--- config.mk ---
export PLATFORM = sky130hd
export DESIGN_NAME = tacs_seq
export DESIGN_NICKNAME = d
export VERILOG_FILES = /design/src/core/tacs_pkg.sv /design/src/core/tacs_sync.sv /design/src/core/tacs_fifo.sv /design/src/core/tacs_seq.sv
export SDC_FILE = /design/constraint.sdc
export NUM_CORES = 1
export LEC_CHECK = 0
export BUFFER_PORTS_ARGS = -buffer_cell sky130_fd_sc_hd__buf_2
export CELL_PAD_IN_SITES_DETAIL_PLACEMENT = 0
export CELL_PAD_IN_SITES_GLOBAL_PLACEMENT = 1
export CORE_ASPECT_RATIO = 0.8
export CORE_UTILIZATION = 49
export DETAILED_ROUTE_END_ITERATION = 12
export GPL_ROUTABILITY_DRIVEN = 1
export PLACE_DENSITY_LB_ADDON = 0.1
export SYNTH_ARGS = -nofsm -noshare
export SYNTH_HDL_FRONTEND = slang
export SYNTH_SLANG_ARGS = --single-unit
--- constraint.sdc ---
create_clock -name pclk -period 4.6 [get_ports pclk]
set_input_delay 0 -clock pclk [delete_from_list [all_inputs] [get_ports pclk]]
set_output_delay 0 -clock pclk [all_outputs]
set_load 0.01 [all_outputs]
--- src/core/tacs_pkg.sv ---
// tacs_pkg: constants and types for the touch converter channel sequencer
package tacs_pkg;

   // ==================================================
   // register map
   localparam logic [11:0] TACS_CTRL_OFF = 12'h000;
   localparam logic [11:0] TACS_STATUS_OFF = 12'h004;
   localparam logic [11:0] TACS_RESULT_OFF = 12'h008;
   localparam logic [11:0] TACS_COUNT_OFF = 12'h00c;
   localparam int TACS_CTRL_EN = 0;
   localparam logic TACS_CTRL_EN_RST = 1'h1;
   localparam int TACS_ST_EMPTY = 0;
   localparam int TACS_ST_FULL = 1;
   localparam int TACS_ST_INVAL = 2;
   localparam int TACS_ST_BUSY = 3;
   localparam int TACS_ST_STATE = 4;
   localparam int TACS_ST_CTL = 8;
   localparam int TACS_RES_VALID = 31;

   // ==================================================
   // control word layout, first bit after start at the top
   localparam int TACS_CTL_W = 7;
   localparam int TACS_CTL_ADDR_HI = 6;
   localparam int TACS_CTL_ADDR_LO = 4;
   localparam int TACS_CTL_MODE = 3;
   localparam int TACS_CTL_SER = 2;
   localparam int TACS_CTL_PD_HI = 1;
   localparam int TACS_CTL_PD_LO = 0;
   localparam logic [2:0] TACS_ADDR_XP = 3'h1;
   localparam logic [2:0] TACS_ADDR_AUX1 = 3'h2;
   localparam logic [2:0] TACS_ADDR_YP = 3'h5;
   localparam logic [2:0] TACS_ADDR_AUX2 = 3'h6;
   localparam logic [1:0] TACS_MUX_XP = 2'h0;
   localparam logic [1:0] TACS_MUX_YP = 2'h1;
   localparam logic [1:0] TACS_MUX_AUX1 = 2'h2;
   localparam logic [1:0] TACS_MUX_AUX2 = 2'h3;
   localparam logic [1:0] TACS_PD_DRV_HOLD = 2'h3;

   // ==================================================
   // conversion
   localparam int TACS_RES_BITS = 12;
   localparam int TACS_CODES = 4096;
   localparam logic [11:0] TACS_MSB_MASK = 12'h800;
   localparam logic [11:0] TACS_LAST12 = 12'h001;
   localparam logic [11:0] TACS_LAST8 = 12'h010;
   localparam int TACS_ACQ_START_FALL = 5;
   localparam int TACS_ACQ_CYCLES = 3;
   // identity value is arbitrary
   localparam logic [11:0] TACS_ID_CODE = 12'ha5c;
   localparam int TACS_PCLK_HZ = 50000000;
   localparam int TACS_SCLK_HZ = 2000000;
   localparam int TACS_SCLK_HALF_CYC = TACS_PCLK_HZ / (2 * TACS_SCLK_HZ);
   localparam logic [3:0] TACS_PIN_RST = 4'h2;
   localparam int TACS_FIFO_DEPTH = 8;

   // ==================================================
   // types
   typedef enum logic [1:0] {
      TACS_IDLE = 2'b00,
      TACS_CMD = 2'b01,
      TACS_ACQ = 2'b10,
      TACS_CONV = 2'b11
   } tacs_state_t;

   typedef struct packed {
      logic [1:0] mux_sel;
      logic x_drv_on;
      logic y_drv_on;
      logic ref_diff;
   } tacs_analog_t;

   typedef struct packed {
      logic [2:0] chan;
      logic mode8;
      logic reference_mode_select;
      logic invalid;
      logic [11:0] code;
   } tacs_result_t;

endpackage

--- src/core/tacs_sync.sv ---
// tacs_sync: three-stage pin synchroniser with agreement filter
module tacs_sync #(
   parameter int WIDTH = 4,
   parameter logic [WIDTH-1:0] RST_VAL = '0
) (
   // clock and reset
   input wire logic clk,
   input wire logic rst_n,
   // pins in, filtered levels out
   input wire logic [WIDTH-1:0] pin,
   output logic [WIDTH-1:0] lvl
);
   logic [WIDTH-1:0] s1_q, s2_q, s3_q, lvl_q;

   // ==================================================
   // first stage feeds only the second
   always_ff @(posedge clk or negedge rst_n) begin
      if (!rst_n) begin
         s1_q <= RST_VAL;
         s2_q <= RST_VAL;
         s3_q <= RST_VAL;
         lvl_q <= RST_VAL;
      end else begin
         s1_q <= pin;
         s2_q <= s1_q;
         s3_q <= s2_q;
         lvl_q <= (s2_q & s3_q) | (lvl_q & (s2_q ^ s3_q));
      end
   end

   assign lvl = lvl_q;
endmodule

--- src/core/tacs_fifo.sv ---
// tacs_fifo: small synchronous fifo with valid and ready on both sides
module tacs_fifo #(
   parameter int WIDTH = 18,
   parameter int DEPTH = 8
) (
   // clock and reset
   input wire logic clk,
   input wire logic rst_n,
   // fill side
   input wire logic in_valid,
   output logic in_ready,
   input wire logic [WIDTH-1:0] in_data,
   // drain side
   output logic out_valid,
   input wire logic out_ready,
   output logic [WIDTH-1:0] out_data
);
   localparam int AW = $clog2(DEPTH);

   logic [WIDTH-1:0] mem [DEPTH];
   logic [AW:0] wr_q, rd_q;
   logic push, pop;

   // ==================================================
   // pointers carry one extra wrap bit
   assign in_ready = !((wr_q[AW] != rd_q[AW]) && (wr_q[AW-1:0] == rd_q[AW-1:0]));
   assign out_valid = (wr_q != rd_q);
   assign push = in_valid && in_ready;
   assign pop = out_valid && out_ready;
   assign out_data = mem[rd_q[AW-1:0]];

   always_ff @(posedge clk) begin
      if (push) begin
         mem[wr_q[AW-1:0]] <= in_data;
      end
   end

   always_ff @(posedge clk or negedge rst_n) begin
      if (!rst_n) begin
         wr_q <= '0;
         rd_q <= '0;
      end else begin
         wr_q <= wr_q + (AW+1)'(push);
         rd_q <= rd_q + (AW+1)'(pop);
      end
   end
endmodule

--- src/core/tacs_seq.sv ---
// tacs_seq: serial control, track-and-hold timing and result framing
//
// Our own choices: the address map and the APB slave port.
module tacs_seq (
   // apb slave
   input wire logic pclk,
   input wire logic presetn,
   input wire logic psel,
   input wire logic penable,
   input wire logic pwrite,
   input wire logic [11:0] paddr,
   input wire logic [31:0] pwdata,
   output logic [31:0] prdata,
   output logic pready,
   output logic pslverr,
   // serial pins
   input wire logic conversion_serial_clock,
   input wire logic chip_sel_n,
   input wire logic ctl_data_in,
   output logic result_data_out,
   output logic result_data_out_oe,
   output logic busy_out,
   output logic busy_out_oe,
   // analog front end
   input wire logic cmp_level,
   output tacs_pkg::tacs_analog_t analog_ctl,
   output logic [11:0] dac_code,
   output logic track_hold
);
   import tacs_pkg::*;

   // ==================================================
   // pin synchronisers and edges
   logic [3:0] pin_raw, pin_lvl;
   logic sclk_l, cs_l, din_l, cmp_l, sclk_prev_q;
   logic en_q, active, rise, fall;

   assign pin_raw = {cmp_level, ctl_data_in, chip_sel_n, conversion_serial_clock};

   tacs_sync #(.WIDTH(4), .RST_VAL(TACS_PIN_RST)) u_sync (
      .clk(pclk),
      .rst_n(presetn),
      .pin(pin_raw),
      .lvl(pin_lvl)
   );

   assign sclk_l = pin_lvl[0];
   assign cs_l = pin_lvl[1];
   assign din_l = pin_lvl[2];
   assign cmp_l = pin_lvl[3];
   assign active = en_q && !cs_l;
   // serial clock edges
   // pclk is 25x a 2 MHz serial clock, so no edge is missed
   // 24-clock frames at 2 MHz
   assign rise = active && sclk_l && !sclk_prev_q;
   assign fall = active && !sclk_l && sclk_prev_q;

   // ==================================================
   // control word decode
   logic [TACS_CTL_W-1:0] ctl_q, ctl_d;
   logic [2:0] addr;
   logic ser, mode8;
   logic sel_x, sel_y, sel_a1, sel_a2;
   logic ident, valid_cfg, invalid, ref_diff;
   logic [1:0] mux_sel, pd_bits;

   assign addr = ctl_q[TACS_CTL_ADDR_HI:TACS_CTL_ADDR_LO];
   assign ser = ctl_q[TACS_CTL_SER];
   assign mode8 = ctl_q[TACS_CTL_MODE];
   assign pd_bits = ctl_q[TACS_CTL_PD_HI:TACS_CTL_PD_LO];
   assign sel_x = (addr == TACS_ADDR_XP);
   assign sel_y = (addr == TACS_ADDR_YP);
   assign sel_a1 = (addr == TACS_ADDR_AUX1);
   assign sel_a2 = (addr == TACS_ADDR_AUX2);
   assign ident = sel_a2 && !ser;
   assign valid_cfg = ser ? (sel_x || sel_y || sel_a1 || sel_a2) : (sel_x || sel_y);
   assign invalid = !valid_cfg && !ident;
   assign ref_diff = !ser && (sel_x || sel_y);
   assign mux_sel = sel_y ? TACS_MUX_YP : sel_a1 ? TACS_MUX_AUX1 : sel_a2 ? TACS_MUX_AUX2 : TACS_MUX_XP;

   // ==================================================
   // sequencer
   tacs_state_t state_q, state_d;
   logic [2:0] cnt_q, cnt_d, ptr_q, ptr_d;
   logic [11:0] sar_q, sar_d, mask_q, mask_d, last_mask;
   logic dout_q, dout_d, busy_q, busy_d, hold_drv_q, hold_drv_d;
   logic cmp_bit, push, fifo_in_ready;

   assign cmp_bit = ident ? |(TACS_ID_CODE & mask_q) : (invalid ? 1'b0 : cmp_l);
   assign last_mask = mode8 ? TACS_LAST8 : TACS_LAST12;

   always_comb begin
      state_d = state_q;
      cnt_d = cnt_q;
      ptr_d = ptr_q;
      ctl_d = ctl_q;
      sar_d = sar_q;
      mask_d = mask_q;
      dout_d = dout_q;
      busy_d = busy_q;
      hold_drv_d = hold_drv_q;
      push = 1'b0;
      if (rise && (state_q == TACS_CMD || state_q == TACS_ACQ) && ptr_q < 3'(TACS_CTL_W)) begin
         ctl_d[3'(TACS_CTL_W - 1) - ptr_q] = din_l;
         ptr_d = ptr_q + 3'h1;
      end
      case (state_q)
         TACS_IDLE: begin
            cnt_d = 3'h0;
            ptr_d = 3'h0;
            if (fall) begin
               dout_d = 1'b0;
            end
            // wait for a one start bit
            if (rise && din_l && fifo_in_ready) begin
               state_d = TACS_CMD;
               ctl_d = '0;
               hold_drv_d = 1'b0;
            end
         end
         TACS_CMD: begin
            if (fall) begin
               cnt_d = cnt_q + 3'h1;
               if (cnt_q == 3'(TACS_ACQ_START_FALL - 1)) begin
                  state_d = TACS_ACQ;
                  cnt_d = 3'h0;
               end
            end
         end
         TACS_ACQ: begin
            if (fall) begin
               cnt_d = cnt_q + 3'h1;
               if (cnt_q == 3'(TACS_ACQ_CYCLES - 1)) begin
                  state_d = TACS_CONV;
                  cnt_d = 3'h0;
                  sar_d = '0;
                  mask_d = TACS_MSB_MASK;
                  busy_d = 1'b1;
               end
            end
         end
         TACS_CONV: begin
            if (fall) begin
               busy_d = 1'b0;
               dout_d = cmp_bit;
               sar_d = cmp_bit ? (sar_q | mask_q) : sar_q;
               mask_d = mask_q >> 1;
               if (mask_q == last_mask) begin
                  state_d = TACS_IDLE;
                  mask_d = '0;
                  push = 1'b1;
                  hold_drv_d = ref_diff && (pd_bits == TACS_PD_DRV_HOLD);
               end
            end
         end
         default: begin
            state_d = TACS_IDLE;
         end
      endcase
      if (!active) begin
         state_d = TACS_IDLE;
         cnt_d = 3'h0;
         ptr_d = 3'h0;
         ctl_d = '0;
         busy_d = 1'b0;
         mask_d = '0;
      end
   end

   always_ff @(posedge pclk or negedge presetn) begin
      if (!presetn) begin
         state_q <= TACS_IDLE;
         cnt_q <= 3'h0;
         ptr_q <= 3'h0;
         ctl_q <= '0;
         sar_q <= '0;
         mask_q <= '0;
         dout_q <= 1'b0;
         busy_q <= 1'b0;
         hold_drv_q <= 1'b0;
         sclk_prev_q <= 1'b0;
      end else begin
         state_q <= state_d;
         cnt_q <= cnt_d;
         ptr_q <= ptr_d;
         ctl_q <= ctl_d;
         sar_q <= sar_d;
         mask_q <= mask_d;
         dout_q <= dout_d;
         busy_q <= busy_d;
         hold_drv_q <= hold_drv_d;
         sclk_prev_q <= sclk_l;
      end
   end

   // ==================================================
   // analog controls, registered
   tacs_analog_t analog_q, analog_d;
   logic drv_en, oe_q, track_q;
   logic [11:0] dac_q;

   // single-ended drops drivers after acquisition to save power
   assign drv_en = (state_q == TACS_ACQ) || ((state_q == TACS_CONV) && ref_diff) || hold_drv_q;
   assign analog_d = '{mux_sel: mux_sel, x_drv_on: sel_y && drv_en && !invalid,
                       y_drv_on: sel_x && drv_en && !invalid, ref_diff: ref_diff};

   always_ff @(posedge pclk or negedge presetn) begin
      if (!presetn) begin
         analog_q <= '0;
         dac_q <= '0;
         oe_q <= 1'b0;
         track_q <= 1'b0;
      end else begin
         analog_q <= analog_d;
         dac_q <= sar_d | mask_d;
         oe_q <= active;
         track_q <= (state_d == TACS_ACQ);
      end
   end

   assign analog_ctl = analog_q;
   assign dac_code = dac_q;
   assign track_hold = track_q;
   assign result_data_out = dout_q;
   assign result_data_out_oe = oe_q;
   assign busy_out = busy_q;
   assign busy_out_oe = oe_q;

   // ==================================================
   // result fifo, a full fifo refuses new start bits
   tacs_result_t res_in, res_out;
   logic fifo_out_valid, pop;

   assign res_in = '{chan: addr, mode8: mode8, reference_mode_select: ser, invalid: invalid, code: sar_d};

   tacs_fifo #(.WIDTH($bits(tacs_result_t)), .DEPTH(TACS_FIFO_DEPTH)) u_fifo (
      .clk(pclk),
      .rst_n(presetn),
      .in_valid(push),
      .in_ready(fifo_in_ready),
      .in_data(res_in),
      .out_valid(fifo_out_valid),
      .out_ready(pop),
      .out_data(res_out)
   );

   // ==================================================
   // apb slave, zero wait states
   logic setup, access, wr, hit_ctrl, hit_st, hit_res, hit_cnt, mapped;
   logic inval_stk_q, inval_stk_d;
   logic [15:0] conv_cnt_q;
   logic [31:0] rd_mux, prdata_q;

   assign setup = psel && !penable;
   assign access = psel && penable;
   assign wr = access && pwrite;
   assign hit_ctrl = (paddr == TACS_CTRL_OFF);
   assign hit_st = (paddr == TACS_STATUS_OFF);
   assign hit_res = (paddr == TACS_RESULT_OFF);
   assign hit_cnt = (paddr == TACS_COUNT_OFF);
   assign mapped = hit_ctrl || hit_st || hit_res || hit_cnt;
   assign pop = access && !pwrite && hit_res;
   // a flag raised in the clearing cycle survives
   assign inval_stk_d = (inval_stk_q && !(wr && hit_st && pwdata[TACS_ST_INVAL])) || (push && invalid);

   always_comb begin
      rd_mux = 32'h0;
      if (hit_ctrl) begin
         rd_mux[TACS_CTRL_EN] = en_q;
      end
      if (hit_st) begin
         rd_mux[TACS_ST_EMPTY] = !fifo_out_valid;
         rd_mux[TACS_ST_FULL] = !fifo_in_ready;
         rd_mux[TACS_ST_INVAL] = inval_stk_q;
         rd_mux[TACS_ST_BUSY] = (state_q != TACS_IDLE);
         rd_mux[TACS_ST_STATE +: 2] = state_q;
         rd_mux[TACS_ST_CTL +: TACS_CTL_W] = ctl_q;
      end
      if (hit_res) begin
         rd_mux[TACS_RES_VALID] = fifo_out_valid;
         rd_mux[$bits(tacs_result_t)-1:0] = res_out;
      end
      if (hit_cnt) begin
         rd_mux[15:0] = conv_cnt_q;
      end
   end

   always_ff @(posedge pclk or negedge presetn) begin
      if (!presetn) begin
         en_q <= TACS_CTRL_EN_RST;
         inval_stk_q <= 1'b0;
         conv_cnt_q <= 16'h0;
         prdata_q <= 32'h0;
      end else begin
         if (wr && hit_ctrl) begin
            en_q <= pwdata[TACS_CTRL_EN];
         end
         inval_stk_q <= inval_stk_d;
         conv_cnt_q <= conv_cnt_q + 16'(push);
         if (setup) begin
            prdata_q <= rd_mux;
         end
      end
   end

   assign prdata = prdata_q;
   assign pready = 1'b1;
   assign pslverr = access && !mapped;
endmodule

Word level (Yosys, flattened, before mapping)
Memory sizes are Yosys's and may differ from the RTL's.
Cells that the tools add are included.
{"block": "op_classes", "n_addsub": 6, "n_lt_le_gt_ge": 3, "n_eq_ne": 29, "n_mux": 65, "bitwise_logic": 6, "reduce_logical": 65}
{"op": "$mux 12", "count": 8}
{"op": "$pmux 12 s2", "count": 2}
{"op": "$mux 7", "count": 5}
{"op": "$logic_and 1x1->1", "count": 33}
{"op": "$eq 12x4->1 const B", "count": 2}
{"op": "$mux 3", "count": 8}
{"op": "$or 12x12->12", "count": 2}
{"op": "$mux 2", "count": 11}
{"op": "$mux 1", "count": 19}
{"op": "$mux 18", "count": 1}
{"op": "$add 16x1->16", "count": 1}
{"op": "$mux 16", "count": 1}
{"op": "$logic_not 1->1", "count": 13}
{"op": "$eq 12x3->1 const B", "count": 1}
{"op": "$eq 12x5->1", "count": 1}
{"op": "$logic_not 12->1", "count": 1}
{"op": "$ne 3x3->1 const B", "count": 4}
{"op": "$mux 11", "count": 1}
{"op": "$logic_or 1x1->1", "count": 10}
{"op": "$eq 3x3->1 const B", "count": 3}
{"op": "$pmux 3 s3", "count": 1}
{"op": "$add 4x1->4", "count": 2}
{"op": "$and 4x4->4", "count": 2}
{"op": "$eq 2x2->1 const B", "count": 4}
{"op": "27 further kinds", "count": 38}
{"block": "word_totals", "reg_bits": 123, "ramBits": 144, "input_bits": 53, "output_inout_bits": 56, "elab_cells": 202, "n_memories": 1}
{"name": "u_fifo.mem", "depth": 8, "width": 18, "read_ports": 1, "rd_clocked_by_memory_dff": 0, "write_ports": 1, "line": "tacs_fifo.sv:20", "text": "logic [WIDTH-1:0] mem [DEPTH];"}

Depth between registers and ports, before layout
Gate-level depths: netlist of the first run.
{"block": "depth", "ltp_word": 13, "ltp_mapped": 10, "ltp_nobuf": 9}

By module
Synthesis of the first run repeated with hierarchy kept, for this count alone.
{"block": "unflattened", "hier_cells": 745, "area_unflattened_um2": 11313.4}
{"module": "tacs_fifo", "n_inst": 1, "cells_per_inst": 248, "area_per_inst_um2": 5957.0, "seq_area_each_um2": 4524.3}
{"module": "tacs_seq", "n_inst": 1, "cells_per_inst": 473, "area_per_inst_um2": 4870.9, "seq_area_each_um2": 2478.6}
{"module": "tacs_sync", "n_inst": 1, "cells_per_inst": 24, "area_per_inst_um2": 485.5, "seq_area_each_um2": 405.4}

Worst setup path before layout of the first run
Ideal clock, no wire load.
{"block": "synth_path", "path_type": "reg-to-reg", "start": "register mask_q[3]", "end": "memory u_fifo.mem[0][0] (enable)", "setup_ps": 416, "arrival_ps": 2867, "required_ps": 4184, "setup_slack_ps": 1317, "stages_incl_launch_ff": 6, "path_buffers": 0, "synth_period_minus_slack_ps": 3283, "cell_sequence": "dfrtp_1 > or4_4 > nor4_4 > and4_1 > nand2b_1 > nor3_1"}
{"block": "synth_via", "elab_chain_cells": 7}
{"item": "from (decl)", "line": "tacs_seq.sv:85", "text": "logic [11:0] sar_q, sar_d, mask_q, mask_d, last_mask;"}
{"item": "from (signal assigned)", "line": "tacs_seq.sv:188", "text": "mask_q <= mask_d;"}
{"item": "$eq 12x5->1", "line": "tacs_seq.sv:148", "text": "if (mask_q == last_mask) begin"}
{"item": "$mux 1", "line": "tacs_seq.sv:148"}
{"item": "$mux 1", "line": "tacs_seq.sv:143", "text": "if (fall) begin"}
{"item": "$mux 1", "line": "tacs_seq.sv:107", "text": "case (state_q)"}
{"item": "$logic_and 1x1->1", "line": "tacs_fifo.sv:28", "text": "assign push = in_valid && in_ready;"}
{"item": "$mux 1", "line": "tacs_fifo.sv:33", "text": "if (push) begin"}
{"item": "$mux 1 (not written as such)", "line": "tacs_fifo.sv:34", "text": "mem[wr_q[AW-1:0]] <= in_data;"}
{"item": "to (decl)", "line": "tacs_fifo.sv:20"}
Every way passes these cells.

Final worst setup path of the first run
{"block": "layout_path", "start": "register en_q", "end": "memory u_fifo.mem[5][14] (enable)"}
{"block": "layout_via", "elab_chain_cells": 8}
{"item": "from (decl)", "line": "tacs_seq.sv:36", "text": "logic en_q, active, rise, fall;"}
{"item": "from (signal assigned)", "line": "tacs_seq.sv:296", "text": "en_q <= pwdata[TACS_CTRL_EN];"}
{"item": "$logic_and 1x1->1", "line": "tacs_seq.sv:51", "text": "assign active = en_q && !cs_l;"}
{"item": "$logic_and 1x1->1 (2 in a row)", "line": "tacs_seq.sv:56", "text": "assign fall = active && !sclk_l && sclk_prev_q;"}
{"item": "$mux 1", "line": "tacs_seq.sv:143"}
{"item": "$mux 1", "line": "tacs_seq.sv:107"}
{"item": "$logic_and 1x1->1", "line": "tacs_fifo.sv:28"}
{"item": "$mux 1", "line": "tacs_fifo.sv:33"}
{"item": "$mux 1 (not written as such)", "line": "tacs_fifo.sv:34"}
Every way passes these cells.

==> results.md, run 1 <==
- Status: complete, no violations
- P per Cell Area: 381 nW/um^2
- Largest net degree at the start of global routing: 84
- Final hold violations: 0
- Final clock skew: 16.5 ps
- TritonRoute pass-1 iters: 6
- Final Util: 58.0%
- Worst setup margin: 1440 ps
- Place WS: 1470 ps
- Port bufs: 64
- Synth cell types: 58
- Rows: 48
- Top FF cell, synth: edfxtp_1
- Final instance area: 12,600 um^2
- Final Max Slew Viols: 0
- Congestion Overflow GR: 0
- Synth top area share: 39.4%
- Layout area overhead: 14.9%
- Uppermost layer routed: met4
- Setup TNS: 0 ps
- Post-DP Area: 11,600 um^2
- Post-DP HPWL: 15,600 um
- Synth top area cells: edfxtp_1 (39%), dfrtp_1 (27%), mux4_2 (7.4%)
- VDD IR max: 0.281 mV
- Worst setup EP type: flip-flop
- Post-Route Hold Slack: 35.9 ps
- # clock sinks: 267
- Crit path DAT: 3360 ps
- Final GP Congestion: 0.827
- # setup viols final: 0
- Synth async-reset ratio: 46.1%
- Wire per inst: 21.5 um
- Post-route insts no fill: 1,111
- Synthesized instance count: 704
- Nets: 866
- CTS tree: yes
- Starting Density: 50.5%
- Die width: 169 um
- Period utilisation layout: 68.7%
- Max Freq: 316 MHz
- CTS resizes: 0
- Post-synth EDFFs: 144
- Core area: 21,700 um^2
- TritonCTS buffer count: 27
- Skew-Pair Late Insertion Delay: 530 ps
- Die ar.: 23,000 um^2
- Inst Count DP: 1,049
- Total track usage: 21.6%
- Syn. warnings: 0
- Hold WC Path Type: in -> reg
- Register bit total from synthesis: 267
- Root buffer cell: clkbuf_16
- Post-synthesis average cell area: 15.6 um^2
- Post-synth top area cell: edfxtp_1
- Met2 wire length: 11,200 um
- Vias: 6,200
- MaxCap Viol Count: 0
- Clock-pin slew on the worst setup and hold paths: 60 ps
- Wl on met1: 11,100 um
- Type of origin of the critical path: flip-flop
- Total power draw: 4.80 mW
- Sequential fraction of the synthesis area: 67.5%
- Die Span Y: 136 um
- Initial antenna violation count: 0
- RSZ-0062 raised after global routing: no
- H-tree lvl count: 1
- Leak pwr: 4.74 nW
- Most frequent cells in the layout: edfxtp_1 (144), dfrtp_1 (117), buf_2 (63)
- ANT nets after route: 0
- DRT iter0 DRCs: 553
- Routed WL: 23,900 um
- Critical path peak fanout: 14
- Hold_buf cts: 12
- Tmin final: 3160 ps
- Post-DR vias/cell: 5.58
- Post-CTS Setup Inserts: 0
- Relative slew slack: 29.5%
- Slew at the pin closest to its max-slew limit: 1060 ps
- Most common cell after layout, fill and taps aside: edfxtp_1
- # DRC: 0
- First-pass GRT wire length: 36,600 um
- Layout cells sized above 1: 21.9%
- Antenna Cells: 0
- Number of I/O pins: 109
- Max clock buf depth: 3
- Cell area after synthesis: 11,000 um^2
- WL met3: 1340 um
- Critical path type: reg -> reg
- Vias in the first global route: 6,048
- CP required: 4800 ps
## registers in the layout, summed over array words and instances, names as in the netlist, 3 cells and up
name,cells
conv_cnt_q,16
mask_q,12
cnt_q,3
ptr_q,3
u_fifo.mem,144
sar_q,12
prdata,19
dac_code,12
u_sync.s3_q,4
analog_ctl,5
u_sync.s2_q,4
u_sync.s1_q,4
u_fifo.rd_q,4
u_fifo.wr_q,4
u_sync.lvl,4
ctl_q,7
## kinds of logic after synthesis
logic type               synth area share [%]
AO/OA/AOI/OAI                            6.46
XOR/XNOR                                 1.92
adder cells (fa/ha/maj)                  2.62
buffers and inverters                    2.67
flip-flops                               67.5
multiplexers                             10.8
other                                  0.0685
AND/OR/NAND/NOR                          7.95
## cell usage after synthesis, types with 15 or more instances
cell and instances:
buf_4 18, xnor2_1 19, o21ai_0 15, ha_1 23, dfrtp_1 118, edfxtp_1 144, mux4_2 36, nor2_1 41
mux2i_1 36, clkbuf_1 18, nand2_1 31, a21o_1 18
## power by group
group / internal, mW / switching (mW) / leakage, nW
clock network: 1.31 / 0.896 / 0.443
logic: 0.0235 / 0.0469 / 1.60
registers: 2.51 / 0.00881 / 2.70
total: 3.85 / 0.952 / 4.74
## per-layer routing
metal  up-vias  GRT usage [%]
met5         -              0
met3        30           3.90
met2       178           34.0
met4         0           4.25
met1      3180           31.9
li1       2812              -
## final cells by class
| type | count | area [um^2] |
|---|---|---|
| Fill cell | 1741 | 9140 |
| Multi-Input combinational cell | 393 | 3320 |
| Inverter | 11 | 41.3 |
| Timing Repair Buffer | 90 | 548 |
| Clock buffer | 33 | 733 |
| Tap cell | 300 | 375 |
| Sequential cell | 267 | 7410 |
| Clock inverter | 17 | 173 |
## critical path, cell delays in order, from the launching register on
cell	delay [ps]
dfstp_2	570
and4bb_2	410
and2_1	430
and4_1	360
nand2_1	160
nor2_1	510
buf_4	380
## path summary, 6_finish.rpt
kind                                          start  cells past startpoint                           to  slack [ps]
max                                en_q$_DFFE_PN1P_                      6  u_fifo.mem[5][14]$_DFFE_PP_        1440
min                                       paddr[10]                      5        prdata[0]$_DFFE_PN0P_          40
min reg2reg                u_sync.s1_q[3]$_DFF_PN0_                      0     u_sync.s2_q[3]$_DFF_PN0_         350
min in group asynchronous                   presetn                      2     u_sync.s3_q[3]$_DFF_PN0_         190
max in group asynchronous                   presetn                      3     u_fifo.rd_q[1]$_DFF_PN0_        3280
max reg2reg                        en_q$_DFFE_PN1P_                      6  u_fifo.mem[5][14]$_DFFE_PP_        1440
No activity file was read; power rests on OpenSTA's default activity.
==> run 2: changes to the inputs <==
Clock period 4.6 ns to 3.3 ns, I/O delays scaled along.
==> results.md, run 2 (same netlist as run 1, synthesis figures left out) <==
- Routed WL: 23,800 um (-0.61%)
- Clock-pin slew on the worst setup and hold paths: 60 ps (about the same)
- Starting Density: 50.5% (unchanged)
- Post-DP Area: 11,600 um^2 (+0.50%)
- CP max stage delay: 570 ps (about the same)
- Slew at the pin closest to its max-slew limit: 955 ps (-103 ps)
- Wire per inst: 21.3 um (-1.2%)
- Met2 Track Usage GR: 33.0% (-1.0 points)
- Filler cells: 1,712 (-1.7%)
- Most frequent cells in the layout: edfxtp_1 (144), dfrtp_1 (117), buf_2 (63)
- RSZ-0062 raised after global routing: no
- First-pass GRT wire length: 36,900 um (+0.96%)
- Rows: 48 (unchanged)
- Status: complete, no violations
- Hold WC Path Type: in -> reg
- Worst Setup SP: mask_q[3]$_DFF_PN0_
- Reg2reg start: mask_q[3]$_DFF_PN0_
- Die ar.: 23,000 um^2 (unchanged)
- Final GP Congestion: 0.826 (about the same)
- DRT iter0 DRCs: 486 (-12%)
- Post-DR vias/cell: 5.61 (+0.54%)
- Layout cells sized above 1: 22.6% (+0.67 points)
- Congestion Overflow GR: 0 (unchanged)
- Crit path DAT: 3290 ps (-70 ps)
- Die Span Y: 136 um (unchanged)
- Critical path peak fanout: 6 (-8)
- Crit path cell chain: or4_4, nor4_4, nand2_1, nor2_1, ha_1, nand3_1, nor2_1, nand3_1, xnor2_1
- Number of I/O pins: 109 (unchanged)
- CTS resizes: 0 (unchanged)
- Setup TNS: 0 ps (unchanged)
- Max reg flops: 144 (unchanged)
- Layout area overhead: 15.6%
- Final clock skew: 7.45 ps (-9.06 ps)
- Skew-Pair Late Insertion Delay: 520 ps (about the same)
- Critical path type: reg -> reg
- Reg-to-reg endpoint: conv_cnt_q[11]$_DFF_PN0_
- VDD IR max: 0.392 mV (+39%)
- Final hold violations: 0 (unchanged)
- Post-DP HPWL: 15,700 um (+0.77%)
- CP required: 3730 ps (-1070 ps)
- Most common cell after layout, fill and taps aside: edfxtp_1
- TritonRoute pass-1 iters: 4 (-2)
- TritonCTS buffer count: 27 (unchanged)
- Vias: 6,273 (+1.2%)
- # setup viols final: 0 (unchanged)
- P per Cell Area: 525 nW/um^2 (+38%)
- M3 GR Usage: 3.52% (-0.38 points)
- Worst setup EP type: flip-flop
- Max clock buf depth: 3 (unchanged)
- Nets: 874 (+0.92%)
- M1 GR Usage: 32.7% (+0.82 points)
- Period utilisation layout: 86.6% (+18 points)
- # DRC: 0 (unchanged)
- Tmin final: 2860 ps (-302 ps)
- Max Freq: 350 MHz (+11%)
- R2R cell count: 9 (+3)
- Root buffer cell: clkbuf_16
- GRT Max-Usage Layer: met2
- ANT nets after route: 0 (unchanged)
- Final Max Slew Viols: 0 (unchanged)
- Die width: 169 um (unchanged)
- Worst setup path end: conv_cnt_q[11]$_DFF_PN0_
- Port bufs: 64 (unchanged)
- Initial antenna violation count: 0 (unchanged)
- Hold Startpoint: paddr[10]
- Final instance area: 12,700 um^2 (+0.60%)
- CP max stage cell: or4_4
- Largest net degree at the start of global routing: 67 (-20%)
- Type of origin of the critical path: flip-flop
- Vias in the first global route: 6,257 (+3.5%)
- Core area: 21,700 um^2 (unchanged)
- Total track usage: 21.7% (+0.060 points)
- MaxCap Viol Count: 0 (unchanged)
- CTS tree: yes
- Leak pwr: 4.79 nW (+1.2%)
- # clock sinks: 267 (unchanged)
- H-tree lvl count: 1 (unchanged)
- Relative slew slack: 36.3% (+6.8 points)
- R2R Setup Slk: 440 ps (-1000 ps)
- Antenna Cells: 0 (unchanged)
==> run 2: worst min path at each step <==
stage,to,cells after the start
final,prdata[0]$_DFFE_PN0P_,5
after global routing,prdata[0]$_DFFE_PN0P_,5
after CTS,prdata[0]$_DFFE_PN0P_,5
after detailed placement,u_sync.s3_q[3]$_DFF_PN0_,1
after global placement,u_sync.s2_q[3]$_DFF_PN0_,1
after floorplan,analog_ctl[0]$_DFF_PN0_,0
==> run 2: routing by layer <==
metal,vias up,routed length [um]
met5,-,0
met1,3228,11500
met3,32,1190
li1,2832,-
met4,0,461
met2,181,10700
==> run 2: power by group <==
group	internal (mW)	switching (mW)	total (mW)
Combinational	0.0350	0.0644	0.0993
Clock	1.83	1.20	3.03
Sequential	3.51	0.0142	3.52
Total	5.38	1.28	6.65
==> run 2: timing repair <==
action / in CTS / in global routing
endpoints found under the hold margin: 66 / 0
buffers inserted: 0 / 0
hold buffers: 14 / 0
==> run 2: worst max-delay path, delay by kind of cell (launching register included) <==
kind,cells,cell delay (ps)
fa+ha+maj,1,190
xor+xnor,1,210
simple gates,7,1960
flops,1,420
==> run 2: cell type report <==
cell class	instances	area, um^2	share of cell area [%]
inverter	11	41.3	0.326
clock inverter	5	51.3	0.405
timing repair buffer	98	626	4.93
sequential	267	7410	58.4
clock buffer	44	852	6.72
multi-input combinational	393	3320	26.2
tap	300	375	2.96
==> run 2: through the flow <==
stage	setup WS, ps	total power [mW]	utilization (%)	hold WS, ps	instances
2_1_floorplan	17.0	3.63	-	-296	716
3_3_place_gp	546	3.67	53.5	96.5	1055
3_5_place_dp	482	3.68	53.5	106	1055
4_1_cts	456	6.72	58.3	39.7	1118
5_1_grt	199	6.86	58.3	80.3	1118
6_report	441	6.65	58.3	55.1	1118
